`src/logic/uasp_pkg.sv`:
```
// constants, types and register map of the asynchronous serial port
// assumes an apb slave wrapper in the core file and a 25 MHz pclk
package uasp_pkg;

  localparam int ADDR_W = 10;  // byte address width, word aligned
  localparam int DATA_W = 8;   // serial byte width
  localparam int FIFO_D = 8;   // transmit fifo depth

  // register indices; byte address is four times the index
  localparam logic [7:0] IDX_PWR  = 8'h87;  // power_control_reg
  localparam logic [7:0] IDX_SCTL = 8'h98;  // serial_control_reg
  localparam logic [7:0] IDX_SERIAL_DATA_BUFFER = 8'h99;  // serial_data_buffer_reg
  localparam logic [7:0] IDX_TCNT = 8'h8b;  // second_timer_count_byte
  localparam logic [7:0] IDX_TRLD = 8'h8d;  // reload_value_byte

  // field positions
  localparam int PWR_DBL_BIT  = 7;  // baud_double
  localparam int SCTL_REN_BIT = 4;  // receive enable
  localparam int SCTL_RB8_BIT = 2;  // received_stop_bit
  localparam int SCTL_TI_BIT  = 1;  // transmit_done_flag
  localparam int SCTL_RI_BIT  = 0;  // receive_done_flag

  // values after reset
  localparam logic [7:0] RST_BYTE = 8'h00;

  // cycle counts
  localparam logic [3:0] TMR_PRE_LAST = 4'hb;  // pclk divided by 12
  localparam logic [7:0] TMR_TOP      = 8'hff; // overflow point
  localparam logic [3:0] DIV_LAST     = 4'hf;  // sixteen slices per bit
  localparam logic [3:0] SMP_A        = 4'h7;  // 8th state
  localparam logic [3:0] SMP_B        = 4'h8;  // 9th state
  localparam logic [3:0] SMP_C        = 4'h9;  // 10th state, vote here
  localparam logic [3:0] FRAME_BITS   = 4'ha;  // start + 8 data + stop
  localparam logic [3:0] STOP_IDX     = 4'h9;  // stop bit position

  typedef enum {RX_IDLE, RX_BUSY} uasp_rx_state_t;

  typedef struct packed {
    logic             stop;  // received stop bit
    logic [DATA_W-1:0] data; // received byte
  } uasp_rx_frame_t;

endpackage

```
`src/logic/uasp_top.sv`:
```
// asynchronous serial port core: apb slave, baud timer, tx fifo,
// transmitter and receiver; assumes the far end keeps ten-bit framing
//
// Implementation choice: register access over APB.
`timescale 1ns/100ps

////////////////////////////////////////////////////////////////////////
// transmit fifo, width and depth as parameters, depth a power of two
module uasp_fifo #(
  parameter int W = 8,
  parameter int D = 8
) (
  input  wire logic         pclk,
  input  wire logic         presetn,
  input  wire logic         in_valid,
  output logic              in_ready,
  input  wire logic [W-1:0] in_data,
  output logic              out_valid,
  input  wire logic         out_ready,
  output logic      [W-1:0] out_data
);
  localparam int PW = $clog2(D);

  logic [W-1:0] mem_ff [D];  // storage words
  logic [PW:0]  wr_ff;       // write pointer with wrap bit
  logic [PW:0]  rd_ff;       // read pointer with wrap bit

  // full when pointers differ only in the wrap bit
  assign in_ready  = !((wr_ff[PW] != rd_ff[PW]) && (wr_ff[PW-1:0] == rd_ff[PW-1:0]));
  assign out_valid = (wr_ff != rd_ff);
  assign out_data  = mem_ff[rd_ff[PW-1:0]];

  // pointers
  always_ff @(posedge pclk or negedge presetn) begin
    if (!presetn) begin
      wr_ff <= '0;
      rd_ff <= '0;
    end else begin
      if (in_valid && in_ready) begin
        wr_ff <= wr_ff + 1'b1;
      end
      if (out_valid && out_ready) begin
        rd_ff <= rd_ff + 1'b1;
      end
    end
  end

  // storage; no reset needed, empty flag guards stale words
  always_ff @(posedge pclk) begin
    if (in_valid && in_ready) begin
      mem_ff[wr_ff[PW-1:0]] <= in_data;
    end
  end
endmodule

////////////////////////////////////////////////////////////////////////
// serial port top
module uasp_top (
  input  wire logic                       pclk,
  input  wire logic                       presetn,
  input  wire logic                       psel,
  input  wire logic                       penable,
  input  wire logic                       pwrite,
  input  wire logic [uasp_pkg::ADDR_W-1:0] paddr,
  input  wire logic [31:0]                pwdata,
  output logic [31:0]                     prdata,
  output logic                            pready,
  output logic                            pslverr,
  output logic                            txd,
  input  wire logic                       rxd
);
  import uasp_pkg::*;

  //////////////////////////////////////////////////////////////////////
  // apb decode
  logic [7:0] idx;        // register index
  logic       hit;        // mapped address
  logic       acc;        // access phase
  logic       wr_serial_data_buffer;    // buffer write request
  logic       fifo_rdy;   // fifo has room
  logic       wr_done;    // write takes effect this edge

  assign idx     = paddr[ADDR_W-1:2];
  assign hit     = (idx == IDX_PWR) || (idx == IDX_SCTL) || (idx == IDX_SERIAL_DATA_BUFFER)
                || (idx == IDX_TCNT) || (idx == IDX_TRLD);
  assign acc     = psel && penable;
  assign wr_serial_data_buffer = acc && pwrite && (idx == IDX_SERIAL_DATA_BUFFER);
  // a full fifo stretches the access phase: back-pressure to software
  assign pready  = !(wr_serial_data_buffer && !fifo_rdy);
  assign pslverr = acc && !hit;
  assign wr_done = acc && pwrite && pready && hit;

  //////////////////////////////////////////////////////////////////////
  // software registers
  logic           dbl_ff;   // baud_double
  logic           ren_ff;   // receive enable
  logic           rb8_ff;   // received_stop_bit
  logic           ti_ff;    // transmit_done_flag
  logic           ri_ff;    // receive_done_flag
  logic [7:0]     trld_ff;  // reload_value_byte
  uasp_rx_frame_t rxbuf_ff; // receive buffer
  logic           ti_set;   // from transmitter
  logic           rx_commit;// from receiver
  uasp_rx_frame_t rx_frame; // frame to store

  // control bits; a hardware set beats a same-cycle software clear
  always_ff @(posedge pclk or negedge presetn) begin
    if (!presetn) begin
      dbl_ff  <= 1'b0;
      ren_ff  <= 1'b0;
      ti_ff   <= 1'b0;
      ri_ff   <= 1'b0;
      trld_ff <= RST_BYTE;
    end else begin
      if (wr_done && idx == IDX_PWR) begin
        dbl_ff <= pwdata[PWR_DBL_BIT];
      end
      if (wr_done && idx == IDX_SCTL) begin
        ren_ff <= pwdata[SCTL_REN_BIT];
      end
      if (wr_done && idx == IDX_TRLD) begin
        trld_ff <= pwdata[7:0];
      end
      ti_ff <= ti_set | ((wr_done && idx == IDX_SCTL) ? pwdata[SCTL_TI_BIT] : ti_ff);
      ri_ff <= rx_commit | ((wr_done && idx == IDX_SCTL) ? pwdata[SCTL_RI_BIT] : ri_ff);
    end
  end

  // receive buffer and stop bit, loaded only on accepted frames
  always_ff @(posedge pclk or negedge presetn) begin
    if (!presetn) begin
      rxbuf_ff <= '0;
      rb8_ff   <= 1'b0;
    end else if (rx_commit) begin
      rxbuf_ff <= rx_frame;
      rb8_ff   <= rx_frame.stop;
    end
  end

  //////////////////////////////////////////////////////////////////////
  // read data, captured in the setup phase so prdata is a flop
  logic [31:0] prdata_ff;  // read data
  logic [7:0]  tcnt_ff;    // second_timer_count_byte
  logic [7:0]  rd_byte;    // selected register

  always_comb begin
    rd_byte = 8'h00;
    case (idx)
      IDX_PWR:  rd_byte = {dbl_ff, 7'h00};
      IDX_SCTL: rd_byte = {3'h0, ren_ff, 1'b0, rb8_ff, ti_ff, ri_ff};  // no mode field
      IDX_SERIAL_DATA_BUFFER: rd_byte = rxbuf_ff.data;
      IDX_TCNT: rd_byte = tcnt_ff;
      IDX_TRLD: rd_byte = trld_ff;
      default:  rd_byte = 8'h00;  // unmapped reads zero, with pslverr
    endcase
  end

  always_ff @(posedge pclk or negedge presetn) begin
    if (!presetn) begin
      prdata_ff <= '0;
    end else if (psel && !penable) begin
      prdata_ff <= {24'h000000, rd_byte};
    end
  end
  assign prdata = prdata_ff;

  //////////////////////////////////////////////////////////////////////
  // second timer: pclk/12 prescale, 8-bit auto-reload
  logic [3:0] pre_ff;   // prescaler
  logic       ovf;      // overflow tick
  logic       half_ff;  // halves overflow rate when not doubled
  logic       tick16;   // sixteen times the bit rate

  assign ovf = (pre_ff == TMR_PRE_LAST) && (tcnt_ff == TMR_TOP);

  always_ff @(posedge pclk or negedge presetn) begin
    if (!presetn) begin
      pre_ff  <= 4'h0;
      tcnt_ff <= RST_BYTE;
    end else begin
      pre_ff <= (pre_ff == TMR_PRE_LAST) ? 4'h0 : pre_ff + 4'h1;
      if (wr_done && idx == IDX_TCNT) begin
        tcnt_ff <= pwdata[7:0];
      end else if (pre_ff == TMR_PRE_LAST) begin
        tcnt_ff <= ovf ? trld_ff : tcnt_ff + 8'h01;
      end
    end
  end

  // divide by 2 then 16 gives 1/32; doubled skips the halving
  always_ff @(posedge pclk or negedge presetn) begin
    if (!presetn) begin
      half_ff <= 1'b0;
    end else if (ovf) begin
      half_ff <= !half_ff;
    end
  end
  assign tick16 = ovf && (dbl_ff || half_ff);

  //////////////////////////////////////////////////////////////////////
  // transmitter: free-running divide-by-16, not tied to the write
  logic [7:0] fifo_dat;  // next byte
  logic       fifo_vld;  // byte waiting
  logic       tx_pop;    // take byte
  logic [3:0] txdiv_ff;  // divide-by-16
  logic       roll;      // roll-over
  logic [9:0] txsh_ff;   // frame shifter
  logic [3:0] txcnt_ff;  // bits still to drive
  logic       txd_ff;    // line

  uasp_fifo #(.W(DATA_W), .D(FIFO_D)) u_fifo (
    .pclk      (pclk),
    .presetn   (presetn),
    .in_valid  (wr_serial_data_buffer),
    .in_ready  (fifo_rdy),
    .in_data   (pwdata[7:0]),
    .out_valid (fifo_vld),
    .out_ready (tx_pop),
    .out_data  (fifo_dat)
  );

  assign roll   = tick16 && (txdiv_ff == DIV_LAST);
  assign tx_pop = (txcnt_ff == 4'h0);
  assign ti_set = roll && (txcnt_ff == 4'h1);

  always_ff @(posedge pclk or negedge presetn) begin
    if (!presetn) begin
      txdiv_ff <= 4'h0;
    end else if (tick16) begin
      txdiv_ff <= txdiv_ff + 4'h1;
    end
  end

  // one bit per roll-over; loading waits for the previous stop bit
  always_ff @(posedge pclk or negedge presetn) begin
    if (!presetn) begin
      txsh_ff  <= 10'h3ff;
      txcnt_ff <= 4'h0;
      txd_ff   <= 1'b1;
    end else if (tx_pop && fifo_vld) begin
      txsh_ff  <= {1'b1, fifo_dat, 1'b0};
      txcnt_ff <= FRAME_BITS;
    end else if (roll && txcnt_ff != 4'h0) begin
      txd_ff   <= txsh_ff[0];
      txsh_ff  <= {1'b1, txsh_ff[9:1]};
      txcnt_ff <= txcnt_ff - 4'h1;
    end
  end
  assign txd = txd_ff;

  //////////////////////////////////////////////////////////////////////
  // receiver input: three flops, change accepted when last two agree
  logic           s1_ff, s2_ff, s3_ff;  // synchroniser
  logic           rxin_ff;   // filtered line
  logic           fall;      // filtered falling edge
  uasp_rx_state_t rxst_ff;   // receiver state
  logic [3:0]     rxdiv_ff;  // receive divide-by-16
  logic [3:0]     rxidx_ff;  // bit position
  logic           va_ff, vb_ff;  // first two votes
  logic           vote;      // majority
  logic           decide;    // third sample instant
  logic [7:0]     rxsh_ff;   // data shifter

  always_ff @(posedge pclk or negedge presetn) begin
    if (!presetn) begin
      s1_ff   <= 1'b1;
      s2_ff   <= 1'b1;
      s3_ff   <= 1'b1;
      rxin_ff <= 1'b1;
    end else begin
      s1_ff <= rxd;
      s2_ff <= s1_ff;
      s3_ff <= s2_ff;
      if (s2_ff == s3_ff) begin
        rxin_ff <= s3_ff;
      end
    end
  end
  assign fall = rxin_ff && (s2_ff == s3_ff) && !s3_ff;

  assign decide = tick16 && (rxdiv_ff == SMP_C);
  assign vote   = (va_ff & vb_ff) | (va_ff & rxin_ff) | (vb_ff & rxin_ff);
  // keeps the buffer from being overwritten while ri is set
  assign rx_commit = (rxst_ff == RX_BUSY) && decide && (rxidx_ff == STOP_IDX)
                  && !ri_ff && vote;
  assign rx_frame  = '{stop: vote, data: rxsh_ff};

  // receiver sequence; independent of the transmitter
  always_ff @(posedge pclk or negedge presetn) begin
    if (!presetn) begin
      rxst_ff  <= RX_IDLE;
      rxdiv_ff <= 4'h0;
      rxidx_ff <= 4'h0;
      va_ff    <= 1'b1;
      vb_ff    <= 1'b1;
      rxsh_ff  <= 8'h00;
    end else begin
      case (rxst_ff)
        RX_IDLE: begin
          if (ren_ff && fall) begin
            rxst_ff  <= RX_BUSY;
            rxdiv_ff <= 4'h0;
            rxidx_ff <= 4'h0;
          end
        end
        RX_BUSY: begin
          if (tick16) begin
            rxdiv_ff <= rxdiv_ff + 4'h1;
            if (rxdiv_ff == SMP_A) begin
              va_ff <= rxin_ff;
            end
            if (rxdiv_ff == SMP_B) begin
              vb_ff <= rxin_ff;
            end
          end
          if (decide) begin
            rxidx_ff <= rxidx_ff + 4'h1;
            if (rxidx_ff == 4'h0 && vote) begin
              rxst_ff <= RX_IDLE;
            end else if (rxidx_ff == STOP_IDX) begin
              rxst_ff <= RX_IDLE;
            end else if (rxidx_ff != 4'h0) begin
              rxsh_ff <= {vote, rxsh_ff[7:1]};
            end
          end
        end
        default: rxst_ff <= RX_IDLE;
      endcase
    end
  end
endmodule
```
`config.mk`:
```
export PLATFORM = sky130hd
export DESIGN_NAME = uasp_top
export DESIGN_NICKNAME = d
export VERILOG_FILES = /design/src/logic/uasp_pkg.sv /design/src/logic/uasp_top.sv
export SDC_FILE = /design/constraint.sdc
export NUM_CORES = 1
export LEC_CHECK = 0
export BUFFER_PORTS_ARGS = -buffer_cell sky130_fd_sc_hd__buf_2
export CORE_AREA = 8 8 126 128
export CTS_BUF_LIST = sky130_fd_sc_hd__clkbuf_2
export CTS_CLUSTER_SIZE = 24
export DETAILED_ROUTE_END_ITERATION = 8
export DIE_AREA = 0 0 134 136
export PLACE_DENSITY_LB_ADDON = 0.15
export SLEW_MARGIN = 20
export SYNTH_ARGS = -nofsm -noshare
export SYNTH_HDL_FRONTEND = slang
export SYNTH_HIERARCHICAL = 1
export SYNTH_SLANG_ARGS = --single-unit
```
`constraint.sdc`:
```
create_clock -name pclk -period 2.4 [get_ports pclk]
set_clock_uncertainty 0.15 [all_clocks]
set_input_delay 0.48 -clock pclk [delete_from_list [all_inputs] [get_ports pclk]]
set_output_delay 0.48 -clock pclk [all_outputs]
set_load 0.05 [all_outputs]
```
==> results.txt <==
The run finished, with violations left. The checks that failed: setup timing. The number of nets with antenna violations after detailed routing is 0.

The total inserted antenna cells is 0. The part of the Yosys area used for sequential elements is 56.1%. The number of endpoints with negative hold slack in the final report was 0. The wire length of the first global-routing pass came out at 25,500 um. Cells with a size suffix above 1 make up 31.9% of the layout. The critical path is of the reg2out type. The register-to-register setup slack is 0.10 ns.

The share of flip-flops with an asynchronous set or reset after synthesis came out at 58.7%. Counting flops with a built-in enable in the synthesized netlist gives 64. The number of vias per cell came out at 5.73. The initial antenna violation count is 0. Fill cells in the final layout number 1,109.

The required time reported for the critical path endpoint is 1.77 ns. The total die area came out at 18,200 um2. The final layout contains 732 nets. The initial utilization of the core area, before any placement, comes to 53.6%.

For this block, the routed nets add up to 15,800 um of wire. The detailed placement HPWL came out at 11,500 um. The transition time at the pin with the least slew margin is 0.626 ns.

Across the run, the number of max-cap violations was 0. The final critical-path share of the clock period is 122%. The source of the worst register-to-register timing path is pre_ff[0]. The number of cells produced by synthesis is 576. After the first detailed-routing iteration, the DRC count stood at 393. Once layout is complete, the cells apart from fillers number 868.

The cell depth of the worst flop-to-flop path is 6. The total global routing track utilization came out at 18.1%. The endpoint identified for the worst register-to-register timing path is va_ff. VDD sags by at most 0.398 mV. The most used flip-flop cell after synthesis is sky130_fd_sc_hd__dfrtp_1. The maximum number of pins on one net before global-route repair is 38.

The post-route cell area came out at 8730 um2. The vertical die dimension is 136 um. The max-slew headroom at the worst pin is 58.0%. The total negative slack for setup checks came out at -0.526 ns. The root buffer cell chosen for the clock tree is sky130_fd_sc_hd__clkbuf_2. The count of clock tree sinks came out at 155. After synthesis the netlist holds a flip-flop and latch count of 155.

The power per cell area came out at 708 nW/um2. The cell area after synthesis is 7520 um2. The number of placed instances with taps included is 821.

For the worst-skew pair, the clock arrives at the later sink with an insertion delay of 0.72 ns. The maximum buffer depth of the clock tree came out at 2. The total area inside the core boundary comes to 14,000 um2. The maximum frequency from static timing analysis is 342 MHz. The launch point of the worst path is u_fifo/wr_ff[2]. The number of warnings issued by yosys is 6. The area of the multi-input gates came out at 3190 um2. Along the worst path, the maximum fanout reaches 2. The final critical-path setup slack is -0.526 ns.

For this run the aggregate overflow at the end of global routing stands at 0. The final number of max-transition violations came out at 0. Setup repair after global routing could not meet its margin everywhere. In this run the most critical hold path is launched from paddr[5]. At the end of routability-driven placement, the weighted congestion stood at 0.890. The number of clock buffers added by TritonCTS is 17.

Buffers placed on the I/O ports in this run total 32. For the finished layout, the period the worst path requires is 2.93 ns. The iteration count of the initial detailed-routing pass came out at 5.

The die extent in x is 134 um. The clock tree from TritonCTS is done. Clock-pin slew was measured on the worst setup and hold paths at 0.22 ns. The number of design rule violations left after detail routing came out at 0. The signal arrival time at the worst endpoint is 2.30 ns. The area overhead of the layout relative to synthesis is 16.1%.

In this run the core area contains 44 standard-cell rows. Summing all placed instances gives a cell area of 8280 um2. The storage element area is 4220 um2. The synthesized area divided by synthesized cell count is 13.1 um2. The sort of element at the start of the critical path is a flip-flop. The number of levels in the clock H-tree is 4. The leakage power of the design is 3.61 nW. The routed wirelength normalized by instance count came out at 18.3 um. The via count of the first global-routing pass came out at 4,880. The worst setup path is captured at an output port. Following the worst setup path forward leads to its endpoint at pready. The tightest min-delay check is of the in2reg type. The detailed-route via count came out at 4,972. The total setup violations reported at the end of the flow came out at 1.

In this run the count of I/O pins placed on the die edge is 83. The unique cell type count in the Yosys netlist came out at 70.
report_power, final:
group          internal (mW)  switching (mW)
Sequential              2.95           0.125
Combinational          0.714           0.810
Clock                  0.692           0.884
Total                   4.36            1.82
through the flow:
step / total power, mW / utilization, % / setup WS (ns) / hold slack (ns)
finish: 6.18 / 62.2 / -0.526 / 0.147
CTS: 6.23 / 62.1 / -0.634 / 0.0718
detailed placement: 4.59 / 59.0 / 0.0559 / 0.198
global route: 6.48 / 62.2 / -0.699 / 0.0603
floorplan: 4.25 / - / -0.263 / 0.0344
global placement: 4.55 / 59.0 / 0.0718 / 0.197
timing repair:
| item | 4_1_cts | 5_1_grt |
|---|---|---|
| pin swaps | 3 | 2 |
| buffers inserted | 3 | 0 |
| endpoints found under the hold margin | 169 | 0 |
| resized for setup | 7 | 5 |
| setup endpoints to repair | 1 | 10 |
| hold buffers | 12 | 0 |
placed cells by master, fill, tap and decap left out, types with 16 or more instances in the layout:
master	Yosys	routed
sky130_fd_sc_hd__edfxtp_1	64	64
sky130_fd_sc_hd__buf_4	25	57
sky130_fd_sc_hd__conb_1	1	24
sky130_fd_sc_hd__dfrtp_1	75	71
sky130_fd_sc_hd__dfstp_2	16	16
sky130_fd_sc_hd__clkbuf_2	0	20
sky130_fd_sc_hd__mux2_2	34	34
sky130_fd_sc_hd__o21ai_0	24	23
sky130_fd_sc_hd__nand2_1	43	41
sky130_fd_sc_hd__nand3_1	37	37
sky130_fd_sc_hd__buf_2	8	30
registers in the layout (all words and copies together), names as in the netlist, 4 cells and up:
| register | flops |
|---|---|
| rxidx_ff | 4 |
| rxbuf_ff | 8 |
| prdata | 8 |
| tcnt_ff | 8 |
| trld_ff | 8 |
| u_fifo/mem_ff | 64 |
| txdiv_ff | 4 |
| pre_ff | 4 |
| txsh_ff | 9 |
| txcnt_ff | 4 |
| u_fifo/wr_ff | 4 |
| rxsh_ff | 8 |
| u_fifo/rd_ff | 4 |
| rxdiv_ff | 4 |
worst min-delay path by stage:
stage                   to  slack [ns]  depth (start not counted)
finish              dbl_ff        0.15                          4
floorplan           dbl_ff        0.03                          0
global placement     s2_ff        0.20                          0
CTS                 dbl_ff        0.07                          4
global route        dbl_ff        0.06                          4
detailed placement   s2_ff        0.20                          0
routing by layer:
metal	GRT usage, %	up-vias	share of wire (%)
met4	5.24	0	1.0
met1	23.6	2479	45
met3	5.58	21	6.7
met2	28.7	163	47
li1	-	2309	-
met5	0	-	0
cell families after synthesis:
logic type,share of synthesized area [%]
AOI/OAI and AO/OA,7.66
xor gates and xnor gates,2.41
adders and majority gates,2.43
buffers and inverters,4.94
DFF,56.1
muxes,13.6
other,0.0499
and+or+nand+nor,12.8
cells in the mapped netlist (8+ instances only):
cell	count	area (um2)
sky130_fd_sc_hd__nor2_1	17	63.8
sky130_fd_sc_hd__edfxtp_1	64	1920
sky130_fd_sc_hd__nor3_1	12	60.1
sky130_fd_sc_hd__o21ai_0	24	120
sky130_fd_sc_hd__mux4_2	8	180
sky130_fd_sc_hd__a21oi_1	9	45.0
sky130_fd_sc_hd__clkbuf_1	13	48.8
sky130_fd_sc_hd__nand2_1	43	161
sky130_fd_sc_hd__nor4_1	8	50.1
sky130_fd_sc_hd__xnor2_1	10	87.6
sky130_fd_sc_hd__buf_4	25	188
sky130_fd_sc_hd__inv_1	13	48.8
sky130_fd_sc_hd__nand3_1	37	185
sky130_fd_sc_hd__ha_1	13	163
sky130_fd_sc_hd__mux2_2	34	383
sky130_fd_sc_hd__mux4_1	8	210
sky130_fd_sc_hd__dfrtp_1	75	1880
sky130_fd_sc_hd__buf_2	8	40.0
sky130_fd_sc_hd__dfstp_2	16	420
sky130_fd_sc_hd__mux2i_1	12	120
final cells by class:
type	instances	share of cell area, %
well taps	184	2.64
clock inverters	12	1.98
multi-input cells	381	36.5
flip-flops and latches	155	48.4
clock buffers	20	1.15
inverters	13	0.559
repair buffers	103	8.76
worst max-delay path, cell delays in order (launching register included):
cell,delay (ns)
sky130_fd_sc_hd__dfrtp_2,0.48
sky130_fd_sc_hd__xor2_4,0.20
sky130_fd_sc_hd__nor4_4,0.34
sky130_fd_sc_hd__inv_1,0.07
sky130_fd_sc_hd__or3_4,0.35
sky130_fd_sc_hd__buf_8,0.16
Power figures use the tool's default switching activity.
